$ cat config.mk
export PLATFORM = sky130hd
export DESIGN_NAME = pic_top
export DESIGN_NICKNAME = d
export VERILOG_FILES = /design/src/rtl/pic_pkg.sv /design/src/rtl/pic_top.sv /design/src/rtl/pic_ext_irq.sv
export SDC_FILE = /design/constraint.sdc
export NUM_CORES = 1
export LEC_CHECK = 0
export BUFFER_PORTS_ARGS = -buffer_cell sky130_fd_sc_hd__buf_2
export CORE_UTILIZATION = 55
export DETAILED_ROUTE_END_ITERATION = 8
export HOLD_SLACK_MARGIN = 0.15
export MAX_ROUTING_LAYER = met4
export PLACE_DENSITY = 0.95
export SLEW_MARGIN = 20
export SYNTH_ARGS = -nofsm -noshare
export SYNTH_HDL_FRONTEND = slang
export SYNTH_HIERARCHICAL = 1
export SYNTH_SLANG_ARGS = --single-unit
export TNS_END_PERCENT = 20
$ cat constraint.sdc
create_clock -name clk_i -period 25.4 [get_ports clk_i]
set_input_delay 2.54 -clock clk_i [delete_from_list [all_inputs] [get_ports clk_i]]
set_output_delay 2.54 -clock clk_i [all_outputs]
set_load 0.02 [all_outputs]
$ cat src/rtl/pic_pkg.sv
// Function
// four priority levels; each source picks one via its own bit pair.
// twelve sources, each with an individual enable bit.
// cleared global enable blocks every source at once.
// only a strictly higher level preempts; top level is never preempted.
// simultaneous requests at different levels: higher level served first.
// equal-level ties by fixed ranking, external 0 first, bus timer last.
// fixed vector address per source, 0003h through 0073h.
// power-down wake: externals, brownout, keypad, comparators, watchdog.
// trigger-type bit 0 gives low-level trigger, 1 gives edge trigger.
// edge mode sets flag on sample high followed by next sample low.
// pins sampled once per machine cycle; source holds levels six clocks.
// edge source holds high one machine cycle, then low one.
// edge flag cleared by hardware when core vectors to its routine.
// level source holds request until the interrupt is taken.
// level pin still low after routine ends raises another interrupt.
// level-mode flag follows sampled pin, needs no software clear.
// enabled external request wakes core from idle or power down.
// priority level is {high bit, low bit}; 11 highest, 00 lowest.
// two-wire bus request comes from the bus attention flag.
package pic_pkg;

   localparam int unsigned NSRC     = 12;
   localparam int unsigned LVL_W    = 2;
   localparam int unsigned IDX_W    = 4;
   localparam int unsigned VEC_W    = 16;

   // source index, in arbitration order: index 0 ranks first
   localparam logic [3:0] SRC_EXT0  = 4'h0;
   localparam logic [3:0] SRC_BROWN = 4'h1;
   localparam logic [3:0] SRC_WDOG  = 4'h2;
   localparam logic [3:0] SRC_TMR0  = 4'h3;
   localparam logic [3:0] SRC_TWB   = 4'h4;
   localparam logic [3:0] SRC_EXT1  = 4'h5;
   localparam logic [3:0] SRC_KEYP  = 4'h6;
   localparam logic [3:0] SRC_CMPA  = 4'h7;
   localparam logic [3:0] SRC_TMR1  = 4'h8;
   localparam logic [3:0] SRC_CMPB  = 4'h9;
   localparam logic [3:0] SRC_SER   = 4'ha;
   localparam logic [3:0] SRC_BTMR  = 4'hb;

   // enable register a bit positions
   localparam int unsigned EA_EXT0  = 0;
   localparam int unsigned EA_TMR0  = 1;
   localparam int unsigned EA_EXT1  = 2;
   localparam int unsigned EA_TMR1  = 3;
   localparam int unsigned EA_SER   = 4;
   localparam int unsigned EA_BROWN = 5;
   localparam int unsigned EA_WDOG  = 6;
   localparam int unsigned EA_GLOB  = 7;
   // enable register b bit positions
   localparam int unsigned EB_TWB   = 0;
   localparam int unsigned EB_KEYP  = 1;
   localparam int unsigned EB_CMPB  = 2;
   localparam int unsigned EB_CMPA  = 5;
   localparam int unsigned EB_BTMR  = 7;

   // vector table, listed in address order
   localparam logic [15:0] VEC_EXT0  = 16'h0003;
   localparam logic [15:0] VEC_TMR0  = 16'h000b;
   localparam logic [15:0] VEC_EXT1  = 16'h0013;
   localparam logic [15:0] VEC_TMR1  = 16'h001b;
   localparam logic [15:0] VEC_SER   = 16'h0023;
   localparam logic [15:0] VEC_BROWN = 16'h002b;
   localparam logic [15:0] VEC_TWB   = 16'h0033;
   localparam logic [15:0] VEC_KEYP  = 16'h003b;
   localparam logic [15:0] VEC_CMPB  = 16'h0043;
   localparam logic [15:0] VEC_WDOG  = 16'h0053;
   localparam logic [15:0] VEC_CMPA  = 16'h0063;
   localparam logic [15:0] VEC_BTMR  = 16'h0073;

   // wake capable sources, bit per arbitration index
   localparam logic [11:0] WAKE_MASK = 12'h2e7;

   // machine cycle is six core clocks
   localparam int unsigned MC_CLKS  = 6;
   localparam logic [2:0]  MC_LAST  = 3'h5;
   localparam logic [7:0]  REG_RST  = 8'h00;

   typedef logic [11:0] pic_src_t;

   typedef struct packed {
      logic [7:0] en_a;
      logic [7:0] en_b;
      logic [7:0] pl_a;
      logic [7:0] ph_a;
      logic [7:0] pl_b;
      logic [7:0] ph_b;
   } pic_cfg_s;

   typedef struct packed {
      logic        valid;
      logic [3:0]  idx;
      logic [1:0]  lvl;
      logic [15:0] vec;
   } pic_req_s;

   typedef enum logic [1:0] {
      PIC_RUN   = 2'b00,
      PIC_ACK   = 2'b01,
      PIC_SLEEP = 2'b11
   } pic_state_e;

endpackage

$ cat src/rtl/pic_top.sv
`timescale 1ns/1ps
module pic_top (
   input  wire logic        clk_i,
   input  wire logic        resetn_i,
   input  wire logic        ce_i,
   // configuration
   input  wire logic [7:0]  irq_enable_reg_a_i,
   input  wire logic [7:0]  irq_enable_reg_b_i,
   input  wire logic [7:0]  prio_low_reg_a_i,
   input  wire logic [7:0]  prio_high_reg_a_i,
   input  wire logic [7:0]  prio_low_reg_b_i,
   input  wire logic [7:0]  prio_high_reg_b_i,
   input  wire logic [1:0]  ext_trigger_type_i,
   // request sources
   input  wire logic [1:0]  ext_request_pin_i,
   input  wire logic        timer0_overflow_flag_i,
   input  wire logic        timer1_overflow_flag_i,
   input  wire logic        serial_tx_flag_i,
   input  wire logic        serial_rx_flag_i,
   input  wire logic        brownout_flag_i,
   input  wire logic        bus_attention_flag_i,
   input  wire logic        keypad_flag_i,
   input  wire logic        comparator_a_flag_i,
   input  wire logic        comparator_b_flag_i,
   input  wire logic        watchdog_overflow_flag_i,
   input  wire logic        bus_timeout_i,
   // core handshake
   input  wire logic        core_ack_i,
   input  wire logic        core_reti_i,
   input  wire logic        core_sleep_i,
   input  wire logic        core_pdown_i,
   output logic             irq_req_o,
   output logic [15:0]      irq_vector_o,
   output logic [1:0]       irq_level_o,
   output logic             wake_o,
   output logic [1:0]       ext_request_flag_o
);

   ////////////////////////////////////////////////////////////////////
   // machine cycle timebase

   logic [2:0] mc_cnt_q, mc_cnt_d;
   logic       mc_tick;

   // tick on the last count of each six-clock machine cycle
   always_comb begin
      mc_tick  = (mc_cnt_q == pic_pkg::MC_LAST);
      mc_cnt_d = mc_tick ? 3'h0 : mc_cnt_q + 3'h1;
   end

   // counter restarts with reset, so ticks align to the release
   always_ff @(posedge clk_i) begin
      if (!resetn_i) begin
         mc_cnt_q <= 3'h0;
      end else if (ce_i) begin
         mc_cnt_q <= mc_cnt_d;
      end
   end

   ////////////////////////////////////////////////////////////////////
   // external inputs

   logic [1:0] ext_flag;
   logic [1:0] ext_taken;
   logic       ack_q, ack_d;
   logic [3:0] ack_idx_q, ack_idx_d;

   // hardware clear happens on the vectoring acknowledge
   always_comb begin
      ext_taken[0] = ack_q && (ack_idx_q == pic_pkg::SRC_EXT0);
      ext_taken[1] = ack_q && (ack_idx_q == pic_pkg::SRC_EXT1);
   end

   // arbiter reads the flags directly; the exported copy lags a cycle
   genvar g;
   generate
      for (g = 0; g < 2; g++) begin : g_ext
         pic_ext_irq u_ext (
            .clk_i       (clk_i),
            .resetn_i    (resetn_i),
            .ce_i        (ce_i),
            .mc_tick_i   (mc_tick),
            .pin_i       (ext_request_pin_i[g]),
            .trig_edge_i (ext_trigger_type_i[g]),
            .taken_i     (ext_taken[g]),
            .flag_o      (ext_flag[g])
         );
      end
   endgenerate

   ////////////////////////////////////////////////////////////////////
   // source gather in arbitration order

   pic_pkg::pic_cfg_s cfg;
   pic_pkg::pic_src_t raw, en;
   logic [1:0]        lvl [pic_pkg::NSRC];
   logic [15:0]       vec [pic_pkg::NSRC];

   assign cfg = '{en_a: irq_enable_reg_a_i, en_b: irq_enable_reg_b_i,
                  pl_a: prio_low_reg_a_i,   ph_a: prio_high_reg_a_i,
                  pl_b: prio_low_reg_b_i,   ph_b: prio_high_reg_b_i};

   // index order is the tie-break ranking
   always_comb begin
      raw = {bus_timeout_i,                                 // 11
             serial_tx_flag_i | serial_rx_flag_i,           // 10
             comparator_b_flag_i,                           // 9
             timer1_overflow_flag_i,                        // 8
             comparator_a_flag_i,                           // 7
             keypad_flag_i,                                 // 6
             ext_flag[1],                                   // 5
             bus_attention_flag_i,                          // 4
             timer0_overflow_flag_i,                        // 3
             watchdog_overflow_flag_i,                      // 2
             brownout_flag_i,                               // 1
             ext_flag[0]};                                  // 0
      en  = {cfg.en_b[pic_pkg::EB_BTMR],  cfg.en_a[pic_pkg::EA_SER],
             cfg.en_b[pic_pkg::EB_CMPB],  cfg.en_a[pic_pkg::EA_TMR1],
             cfg.en_b[pic_pkg::EB_CMPA],  cfg.en_b[pic_pkg::EB_KEYP],
             cfg.en_a[pic_pkg::EA_EXT1],  cfg.en_b[pic_pkg::EB_TWB],
             cfg.en_a[pic_pkg::EA_TMR0],  cfg.en_a[pic_pkg::EA_WDOG],
             cfg.en_a[pic_pkg::EA_BROWN], cfg.en_a[pic_pkg::EA_EXT0]};
      // level = {high bit, low bit}
      lvl[0]  = {cfg.ph_a[pic_pkg::EA_EXT0],  cfg.pl_a[pic_pkg::EA_EXT0]};
      lvl[1]  = {cfg.ph_a[pic_pkg::EA_BROWN], cfg.pl_a[pic_pkg::EA_BROWN]};
      lvl[2]  = {cfg.ph_a[pic_pkg::EA_WDOG],  cfg.pl_a[pic_pkg::EA_WDOG]};
      lvl[3]  = {cfg.ph_a[pic_pkg::EA_TMR0],  cfg.pl_a[pic_pkg::EA_TMR0]};
      lvl[4]  = {cfg.ph_b[pic_pkg::EB_TWB],   cfg.pl_b[pic_pkg::EB_TWB]};
      lvl[5]  = {cfg.ph_a[pic_pkg::EA_EXT1],  cfg.pl_a[pic_pkg::EA_EXT1]};
      lvl[6]  = {cfg.ph_b[pic_pkg::EB_KEYP],  cfg.pl_b[pic_pkg::EB_KEYP]};
      lvl[7]  = {cfg.ph_b[pic_pkg::EB_CMPA],  cfg.pl_b[pic_pkg::EB_CMPA]};
      lvl[8]  = {cfg.ph_a[pic_pkg::EA_TMR1],  cfg.pl_a[pic_pkg::EA_TMR1]};
      lvl[9]  = {cfg.ph_b[pic_pkg::EB_CMPB],  cfg.pl_b[pic_pkg::EB_CMPB]};
      lvl[10] = {cfg.ph_a[pic_pkg::EA_SER],   cfg.pl_a[pic_pkg::EA_SER]};
      lvl[11] = {cfg.ph_b[pic_pkg::EB_BTMR],  cfg.pl_b[pic_pkg::EB_BTMR]};
      // fixed vectors
      vec[0]  = pic_pkg::VEC_EXT0;
      vec[1]  = pic_pkg::VEC_BROWN;
      vec[2]  = pic_pkg::VEC_WDOG;
      vec[3]  = pic_pkg::VEC_TMR0;
      vec[4]  = pic_pkg::VEC_TWB;
      vec[5]  = pic_pkg::VEC_EXT1;
      vec[6]  = pic_pkg::VEC_KEYP;
      vec[7]  = pic_pkg::VEC_CMPA;
      vec[8]  = pic_pkg::VEC_TMR1;
      vec[9]  = pic_pkg::VEC_CMPB;
      vec[10] = pic_pkg::VEC_SER;
      vec[11] = pic_pkg::VEC_BTMR;
   end

   ////////////////////////////////////////////////////////////////////
   // arbitration

   pic_pkg::pic_src_t act;
   pic_pkg::pic_req_s win;

   // global bit gates every source regardless of own enable
   assign act = raw & en & {pic_pkg::NSRC{cfg.en_a[pic_pkg::EA_GLOB]}};


   // scan from last rank down so lower index wins ties; an equal or
   // higher level replaces the current pick
   always_comb begin
      win = '0;
      for (int i = pic_pkg::NSRC - 1; i >= 0; i--) begin
         if (act[i] && (!win.valid || lvl[i] >= win.lvl)) begin
            win.valid = 1'b1;
            win.idx   = i[3:0];
            win.lvl   = lvl[i];
            win.vec   = vec[i];
         end
      end
   end

   ////////////////////////////////////////////////////////////////////
   // in-service stack, one bit per level

   logic [3:0] isr_q, isr_d;
   logic       preempt_ok;
   logic [3:0] top_lvl_mask;

   // highest active level sets the bar; nothing above 11 exists, so a
   // top-level routine is never interrupted
   always_comb begin
      top_lvl_mask = 4'h0;
      for (int l = 0; l < 4; l++) begin
         // shift keeps the slice width fixed for any loop index
         top_lvl_mask[l] = |(isr_q >> l);
      end
      preempt_ok = win.valid && !top_lvl_mask[win.lvl];
   end

   ////////////////////////////////////////////////////////////////////
   // request handshake with the core

   pic_pkg::pic_state_e st_q, st_d;
   logic        req_q, req_d;
   logic [15:0] vec_q, vec_d;
   logic [1:0]  lvlo_q, lvlo_d;
   logic        wake_q, wake_d;
   // source index rides with the presented vector, so the hardware
   // clear on acknowledge hits the source the core actually took
   logic [3:0]  idx_q, idx_d;

   always_comb begin
      st_d      = st_q;
      req_d     = req_q;
      vec_d     = vec_q;
      lvlo_d    = lvlo_q;
      ack_d     = 1'b0;
      ack_idx_d = ack_idx_q;
      idx_d     = idx_q;
      isr_d     = isr_q;
      wake_d    = 1'b0;
      // return pops the highest active level, exposing waiting level
      // requests again on the next cycle
      if (core_reti_i) begin
         for (int l = 0; l < 4; l++) begin
            // only the topmost set level has nothing set above it
            if (isr_q[l] && !(|(isr_q >> (l + 1)))) begin
               isr_d[l] = 1'b0;
            end
         end
      end
      case (st_q)
         pic_pkg::PIC_RUN: begin
            req_d  = preempt_ok;
            vec_d  = win.vec;
            lvlo_d = win.lvl;
            idx_d  = win.idx;
            if (req_q && core_ack_i) begin
               req_d          = 1'b0;
               ack_d          = 1'b1;
               ack_idx_d      = idx_q;
               isr_d[lvlo_q]  = 1'b1;
               st_d           = pic_pkg::PIC_ACK;
            end else if (core_sleep_i) begin
               st_d = pic_pkg::PIC_SLEEP;
            end
         end
         pic_pkg::PIC_ACK: begin
            // one settle cycle lets the edge flag clear first
            st_d = pic_pkg::PIC_RUN;
         end
         pic_pkg::PIC_SLEEP: begin
            // nothing is presented to a sleeping core
            req_d = 1'b0;
            // power down: only wake capable sources count
            if ((core_pdown_i && |(act & pic_pkg::WAKE_MASK)) ||
                (!core_pdown_i && |act)) begin
               wake_d = 1'b1;
               st_d   = pic_pkg::PIC_RUN;
            end else if (!core_sleep_i) begin
               // core left sleep on its own: resume arbitration
               st_d = pic_pkg::PIC_RUN;
            end
         end
         default: st_d = pic_pkg::PIC_RUN;
      endcase
   end

   always_ff @(posedge clk_i) begin
      if (!resetn_i) begin
         st_q      <= pic_pkg::PIC_RUN;
         req_q     <= 1'b0;
         vec_q     <= 16'h0000;
         lvlo_q    <= 2'h0;
         ack_q     <= 1'b0;
         ack_idx_q <= 4'h0;
         isr_q     <= 4'h0;
         wake_q    <= 1'b0;
         idx_q     <= 4'h0;
      end else if (ce_i) begin
         st_q      <= st_d;
         req_q     <= req_d;
         vec_q     <= vec_d;
         lvlo_q    <= lvlo_d;
         ack_q     <= ack_d;
         ack_idx_q <= ack_idx_d;
         isr_q     <= isr_d;
         wake_q    <= wake_d;
         idx_q     <= idx_d;
      end
   end

   ////////////////////////////////////////////////////////////////////
   // outputs, all from flops

   // exported flags trail the internal ones by a cycle, for flop outputs
   logic [1:0] extf_q;

   always_ff @(posedge clk_i) begin
      if (!resetn_i) begin
         extf_q <= 2'h0;
      end else if (ce_i) begin
         extf_q <= ext_flag;
      end
   end

   assign irq_req_o          = req_q;
   assign irq_vector_o       = vec_q;
   assign irq_level_o        = lvlo_q;
   assign wake_o             = wake_q;
   assign ext_request_flag_o = extf_q;

endmodule

$ cat src/rtl/pic_ext_irq.sv
`timescale 1ns/1ps
// one external request input: sampler, trigger logic and flag
module pic_ext_irq (
   input  wire logic clk_i,
   input  wire logic resetn_i,
   input  wire logic ce_i,
   input  wire logic mc_tick_i,
   input  wire logic pin_i,
   input  wire logic trig_edge_i,
   input  wire logic taken_i,
   output logic      flag_o
);

   logic samp_q, samp_d;
   logic flag_q, flag_d;

   // sample once per machine cycle; edge flag set beats hardware clear
   always_comb begin
      samp_d = samp_q;
      flag_d = flag_q;
      if (mc_tick_i) begin
         samp_d = pin_i;
      end
      if (!trig_edge_i) begin
         flag_d = ~samp_q;
      end else begin
         if (taken_i) begin
            flag_d = 1'b0;
         end
         if (mc_tick_i && samp_q && !pin_i) begin
            flag_d = 1'b1;
         end
      end
   end

   // samp resets high: idle pin, no spurious level request
   always_ff @(posedge clk_i) begin
      if (!resetn_i) begin
         samp_q <= 1'b1;
         flag_q <= 1'b0;
      end else if (ce_i) begin
         samp_q <= samp_d;
         flag_q <= flag_d;
      end
   end

   assign flag_o = flag_q;

endmodule

==> results.md, run 1 <==
- Initial antenna violation count: 0
- Slew @ Worst Pin: 884 ps
- Placer Congestion: 0.907
- Critical Path RT: 25620 ps
- Antenna Cells: 0
- CP Capture Type: flop
- CTS tree: yes
- CTS H-tree depth: 2
- CTS Buffer Depth: 2
- Clock latency on the worst-skew pair: 290 ps
- Sw Pwr: 0.0000538 W
- Power Density: 45.4 nW/um^2
- Gate Count Post-Synth: 389
- # Post-CTS Setup Buffers: 0
- Max-Cap Viols: 0
- Worst setup SP type: primary input
- Core area: 5140 um^2
- First-pass GRT wire length: 11900 um
- Top cell family by delay on the critical path: compound AO/OA/AOI/OAI gates
- Fmax: 0.0552 GHz
- NumNets Final: 543
- Avg WL per Cell: 14.3 um
- Sw Ratio: 34.7%
- Number of port buffers: 70
- Yosys warning count: 6
- Most common cell in the netlist: nand2_1
- Share of layout cells above drive strength 1: 21.9%
- Clock power frac: 28.6%
- Critical setup path kind: in2reg
- Final ANT Viol Nets: 0
- Vias per cell: 6.01
- Crit-path slowest cell: a21oi_1
- Status: completed
- Final WL: 7520 um
- Async SR Flop Fraction: 0%
- Starting Density: 57.7%
- FF+latch count, synth: 33
- Worst Hold Class: reg2reg
- FF/Latch Area: 661 um^2
- Fin. max-slew vios: 0
- Tot Pwr: 0.000155 W
- Placed wire-length estimate: 5910 um
- Vias: 3159
- Period utilization: 71.3%
- Seq pwr share: 37.2%
- Worst Path Arrival: 18330 ps
- DIE AREA: 5690 um^2
- Worst Skew: 5.80 ps
- Final setup fails: 0
- Drt first-iter violations: 162
- Num Clock Sinks: 33
- Synth top area cells: dfxtp_1, ha_1, nand2_1
- CP Buf/Inv Count: 2
- Post-synth top area share: 22.3%
- Num CTS Buffers: 5
- # rows: 26
- Cell variety after synth: 72
- Syn_area_per_cell: 7.63 um^2
- IO Pins: 92
- Pin count of the biggest net entering global routing: 37
- # fillers: 439
- GRT Resource Usage Total: 27.7%
- Comb pwr share: 34.2%
- RSZ-0062 raised after global routing: no
- Cell mode on critical path: ha_1
- # DRC: 0
- Leakage: 1.55 nW
- Width of the die: 75.4 um
- Dominant synthesized flop cell: dfxtp_1
- Final Hold Fails: 0
- CTS Hold Buffers Added: 0
- Drt pass-1 iters: 5
- Die Y: 75.4 um
- Period minus WS final: 18120 ps
- VDD IR max: 29.7 uV
- Number of global-route vias before repair: 2807
- Post-synth EDFFs: 0
- Int Pwr: 0.000101 W
- Multi-input logic area: 2140 um^2
- Synthesis-to-layout area growth: 15.2%
- Root Buffer: clkbuf_8
- CTS resizes: 0
- Mapped Area: 2970 um^2
- CP Max Fanout: 23
- Total negative slack: 0 ps
- GRT overflow: 0
- Commonest cells in the netlist: nand2_1, dfxtp_1, nor2_1
- Synth area leader: dfxtp_1
- Seq/Total Area, Yosys: 22.3%
- CTS clk-pin slew, worst paths: 60 ps
- Rel. slew slack: 41.1%
- Slowest stage delay, CP: 690 ps
-- state kept, by name, indices dropped and copies added, names as in the netlist, 2 cells and up --
register            count
g_ext.u_ext/flag_o      2
st_q                    2
ack_idx_q               4
mc_cnt_q                3
g_ext.u_ext/samp_q      2
irq_level_o             2
ext_request_flag_o      2
irq_vector_o            5
isr_q                   4
idx_q                   4
-- per-layer routing --
metal  wire (um)  up-vias  GRT usage [%]
li1            -     1551              -
met1        3280     1490           32.0
met4         123        0           8.64
met3         408       12           6.48
met2        3710      106           47.3
met5           0        -              -
-- power groups by stage --
stage | Combinational (W) | Clock [W] | Sequential, W
3_5_place_dp | 0.0000521 | 0 | 0.0000587
6_report | 0.0000530 | 0.0000444 | 0.0000577
3_3_place_gp | 0.0000499 | 0 | 0.0000585
2_1_floorplan | 0.0000364 | 0 | 0.0000602
5_1_grt | 0.0000592 | 0.0000464 | 0.0000580
4_1_cts | 0.0000524 | 0.0000447 | 0.0000576
-- per-stage QoR --
step	hold slack (ps)	setup slack [ps]	util, %	instance area (um^2)	std cells
detailed placement	466	7100	64.5	3320	518
global placement	454	7600	64.5	3320	518
finish	469	7280	66.5	3420	526
CTS	476	7360	66.5	3420	526
global route	494	5930	66.5	3420	526
floorplan	438	8990	-	3000	398
-- tightest hold or removal path: cells and delay by family, from the launching register on --
family             cells  cell delay (ps)
and+or+nand+nor        1               50
DFF                    1              310
AOI/OAI and AO/OA      1               70
-- cell type report --
| type | instances | area share, % |
|---|---|---|
| multi-input combinational | 325 | 62.7 |
| sequential | 33 | 19.3 |
| timing repair buffer | 70 | 10.2 |
| clock buffer | 7 | 2.82 |
| tap | 70 | 2.56 |
| inverter | 20 | 2.20 |
| clock inverter | 1 | 0.146 |
-- kinds of logic (layout without fill, tap and decap cells) --
| logic type | Yosys count | after routing | share of synthesized area, % |
|---|---|---|---|
| adders and majority gates | 18 | 18 | 7.59 |
| buffers and inverters | 40 | 98 | 6.62 |
| AOI/OAI and AO/OA | 130 | 130 | 33.6 |
| other | 1 | 10 | 0.126 |
| muxes | 4 | 4 | 1.39 |
| and+or+nand+nor | 162 | 162 | 28.1 |
| DFF | 33 | 33 | 22.3 |
| xor gates and xnor gates | 1 | 1 | 0.295 |
-- cell usage in the layout, fill, tap and decap left out, types with 4 or more instances in the layout --
| master | synthesis | final |
|---|---|---|
| o211ai_1 | 8 | 8 |
| and3_1 | 11 | 11 |
| nand2_1 | 47 | 47 |
| a211oi_1 | 5 | 5 |
| a22oi_1 | 4 | 4 |
| inv_1 | 20 | 20 |
| conb_1 | 1 | 10 |
| a21oi_1 | 18 | 18 |
| nand2b_1 | 14 | 14 |
| a21o_1 | 6 | 6 |
| nor2_1 | 24 | 24 |
| and2_1 | 10 | 10 |
| dfxtp_1 | 33 | 33 |
| buf_2 | 1 | 70 |
| nor3_1 | 5 | 5 |
| nand3_1 | 22 | 22 |
| a31oi_1 | 4 | 4 |
| ha_1 | 18 | 18 |
| nor2b_1 | 8 | 8 |
| a21boi_0 | 15 | 15 |
| o21ai_0 | 23 | 23 |
| clkbuf_8 | 0 | 7 |
-- final timing paths --
kind | from | endpoint | slack (ps) | cells past startpoint
max | irq_enable_reg_a_i[7] | idx_q[2] | 7280 | 72
min | ack_idx_q[3] | ack_idx_q[3] | 470 | 2
max reg2reg | g_ext[1].u_ext/flag_o | idx_q[2] | 16340 | 38
min reg2reg | ack_idx_q[3] | ack_idx_q[3] | 470 | 2
Power figures use the tool's default switching activity.
==> run 2, diff against run 1 <==
Settings changed: ABC_AREA set to 1, CORE_UTILIZATION 55 to 47, PLACE_DENSITY 0.95 to 0.89.
Clock period 25.4 ns to 15 ns, I/O delays scaled along.
==> run 2 against run 1 <==
Synthesized cell count rose by 12%. Critical path type unchanged. Utilization fell by 7.8 points. Via count fell by 4.7%. Worst hold slack improved by 1.5 ps. Clock power rose by 97%. Worst setup slack got worse by 4500 ps. Largest cell class unchanged. First-iteration DRC count rose by 59%.
==> results.md, run 2 <==
- Sw Ratio: 33.7% (-1.0 points)
- Rel. slew slack: 58.9% (+18 points)
- DIE AREA: 6330 um^2 (+11%)
- Most common cell in the netlist: nand2_1
- Fin area: 3310 um^2 (-3.1%)
- Worst Skew: 8.01 ps (+2.21 ps)
- Critical setup path kind: in2reg
- CTS Hold Buffers Added: 0 (unchanged)
- Max-Cap Viols: 0 (unchanged)
- CP Capture Type: flop
- Most frequent cells in the layout: nand2_1, inv_1, buf_2, nand3_1, nor2_1
- Period minus WS final: 12230 ps
- Starting Density: 50.1% (-7.6 points)
- Syn_area_per_cell: 6.47 um^2 (-15%)
- Avg WL per Cell: 11.7 um (-18%)
- Crit Reg-Reg Startpoint: g_ext[1].u_ext/flag_o
- Worst Setup EP: idx_q[2]
- CTS H-tree depth: 2 (unchanged)
- # Post-CTS Setup Buffers: 0 (unchanged)
- Number of global-route vias before repair: 2796 (-0.39%)
- Clock power frac: 32.4% (+3.8 points)
- Synth top area cells: dfxtp_1, nand2_1, inv_1
- CTS Buffer Depth: 2 (unchanged)
- Async SR Flop Fraction: 0% (unchanged)
- FF-to-FF path depth: 45 (+18%)
- Commonest cells in the netlist: nand2_1, inv_1, nand3_1
- Width of the die: 79.6 um (+5.4%)
- Commonest non-fill, non-tap cell in the layout: nand2_1
- Worst Hold Class: reg2reg
- Worst Path Arrival: 12440 ps (-5890 ps)
- Seq pwr share: 36.1% (-1.1 points)
- Int Pwr: 0.000178 W (+76%)
- FF+latch count, synth: 33 (unchanged)
- Vias: 3012 (-4.7%)
- Drt first-iter violations: 257 (+59%)
- Worst r2r dst: idx_q[2]
- Post-synth top area share: 23.4% (+1.1 points)
- Final setup fails: 0 (unchanged)
- Fmax: 0.0818 GHz
- GRT Resource Usage Total: 23.0% (-4.6 points)
- Post-synth EDFFs: 0 (unchanged)
- Critical Path RT: 15210 ps (-10410 ps)
- Crit-path slowest cell: ha_1
- Pin count of the biggest net entering global routing: 20 (-46%)
- CTS tree: yes
- Leakage: 1.83 nW (+19%)
- # rows: 27 (+3.8%)
- Status: completed
- Num CTS Buffers: 5 (unchanged)
- VDD IR max: 34.7 uV (+17%)
- Comb pwr share: 31.4% (-2.8 points)
- Synthesis-to-layout area growth: 17.2%
- Placer Congestion: 0.823 (-9.2%)
- Clock latency on the worst-skew pair: 290 ps (about the same)
- Final WL: 6790 um (-9.7%)
- Mapped Area: 2830 um^2 (-4.7%)
- Fin. max-slew vios: 0 (unchanged)
- GRT overflow: 0 (unchanged)
- Final Hold Fails: 0 (unchanged)
- CTS resizes: 0 (unchanged)
- IO Pins: 92 (unchanged)
- Worst setup SP type: primary input
- Critical Path Start: irq_enable_reg_a_i[7]
- Setup Slack @ Placement: 2550 ps (-4550 ps)
- First-pass GRT wire length: 11500 um (-3.6%)
- Core area: 5640 um^2 (+9.8%)
- CTS clk-pin slew, worst paths: 70 ps (about the same)
- # DRC: 0 (unchanged)
- Root Buffer: clkbuf_8
- RSZ-0062 raised after global routing: no
- Antenna Cells: 0 (unchanged)
- Yosys warning count: 6 (unchanged)
- Drt pass-1 iters: 5 (unchanged)
- Num Clock Sinks: 33 (unchanged)
- Slew @ Worst Pin: 601 ps (-283 ps)
- Number of flip-flops in the largest register: 5 (unchanged)
- Gate Count Post-Synth: 437 (+12%)
- Period utilization: 81.5%
- Power Density: 81.2 nW/um^2 (+79%)
- Number of port buffers: 70 (unchanged)
- Synth area leader: dfxtp_1
- Dominant synthesized flop cell: dfxtp_1
- Placed wire-length estimate: 5430 um (-8.1%)
- R2R Setup Slk: 8910 ps (-7430 ps)
- Share of layout cells above drive strength 1: 25.0% (+3.1 points)
- CP Max Fanout: 12 (-48%)
- Seq/Total Area, Yosys: 23.4% (+1.1 points)
- Die Y: 79.6 um (+5.4%)
- Vias per cell: 5.19 (-14%)
- Final ANT Viol Nets: 0 (unchanged)
- Initial antenna violation count: 0 (unchanged)
- Post-layout worst setup margin: 2770 ps (-4510 ps)
- Dpl cell area: 3200 um^2 (-3.6%)
- Slowest stage delay, CP: 290 ps (-400 ps)
- Total negative slack: 0 ps (unchanged)
- Cell variety after synth: 40 (-44%)
- NumNets Final: 595 (+9.6%)
- Sw Pwr: 0.0000905 W (+68%)
==> run 2: cell count changes after synthesis, sizes merged, moves of 7 or more <==
cell | before | now
o211ai | 9 | 2
inv | 20 | 75
and3 | 11 | 0
nand2 | 47 | 108
a21boi | 15 | 0
a21o | 7 | 0
nor2 | 24 | 41
a21oi | 18 | 26
nor2b | 9 | 0
nand3 | 22 | 50
nand2b | 15 | 0
==> run 2: layout make-up <==
cell class	count	area, um^2
fillers	518	2330
multi-input cells	321	1810
flip-flops and latches	33	661
repair buffers	70	350
inverters	76	285
well taps	72	90.1
clock buffers	7	86.3
clock inverters	1	30.0
==> run 2: worst min-delay path by stage <==
stage                     slack (ps)  cells past startpoint               to            start
final                            470                      2         idx_q[1]         idx_q[1]
after global routing             490                      2  irq_vector_o[4]  irq_vector_o[4]
after CTS                        470                      2         idx_q[2]         idx_q[2]
after detailed placement         460                      2         idx_q[2]         idx_q[2]
after global placement           450                      2            ack_q            ack_q
after floorplan                  440                      2            ack_q            ack_q
==> run 2: stage by stage <==
stage	total power [W]	cells	utilization [%]	hold WS (ps)
2_1_floorplan	0.000161	446	-	441
3_3_place_gp	0.000178	572	56.7	451
3_5_place_dp	0.000183	572	56.7	461
4_1_cts	0.000270	580	58.7	471
5_1_grt	0.000285	580	58.7	490
6_report	0.000269	580	58.7	471
==> run 2: power by group through the flow <==
stage / Clock, W / Combinational [W] / Sequential (W)
floorplan: 0 / 0.0000599 / 0.000101
global placement: 0 / 0.0000797 / 0.0000987
detailed placement: 0 / 0.0000837 / 0.0000989
CTS: 0.0000883 / 0.0000844 / 0.0000970
global route: 0.0000916 / 0.0000951 / 0.0000978
finish: 0.0000873 / 0.0000846 / 0.0000971
==> run 2: metal layers <==
| layer | wire length, um | GRT usage (%) | vias to the layer above |
|---|---|---|---|
| met5 | 0 | - | - |
| met4 | 99 | 6.36 | 0 |
| met3 | 370 | 4.46 | 10 |
| met2 | 3420 | 41.3 | 93 |
| met1 | 2900 | 25.9 | 1379 |
| li1 | - | - | 1530 |
==> run 2: cells by family (layout without fill, tap and decap cells) <==
group	Yosys count	in the layout	synth area share, %
AOI/OAI and AO/OA	74	74	14.7
DFF	33	33	23.4
and+or+nand+nor	219	219	40.1
other	1	10	0.133
buffers and inverters	92	154	13.8
adders and majority gates	18	18	7.97
==> run 2: worst max-delay path: cells and delay by family <==
family,cells,cell delay (ps)
compound gates,23,2910
simple gates,39,4160
buf+inv,10,1030
fa+ha+maj,11,2870
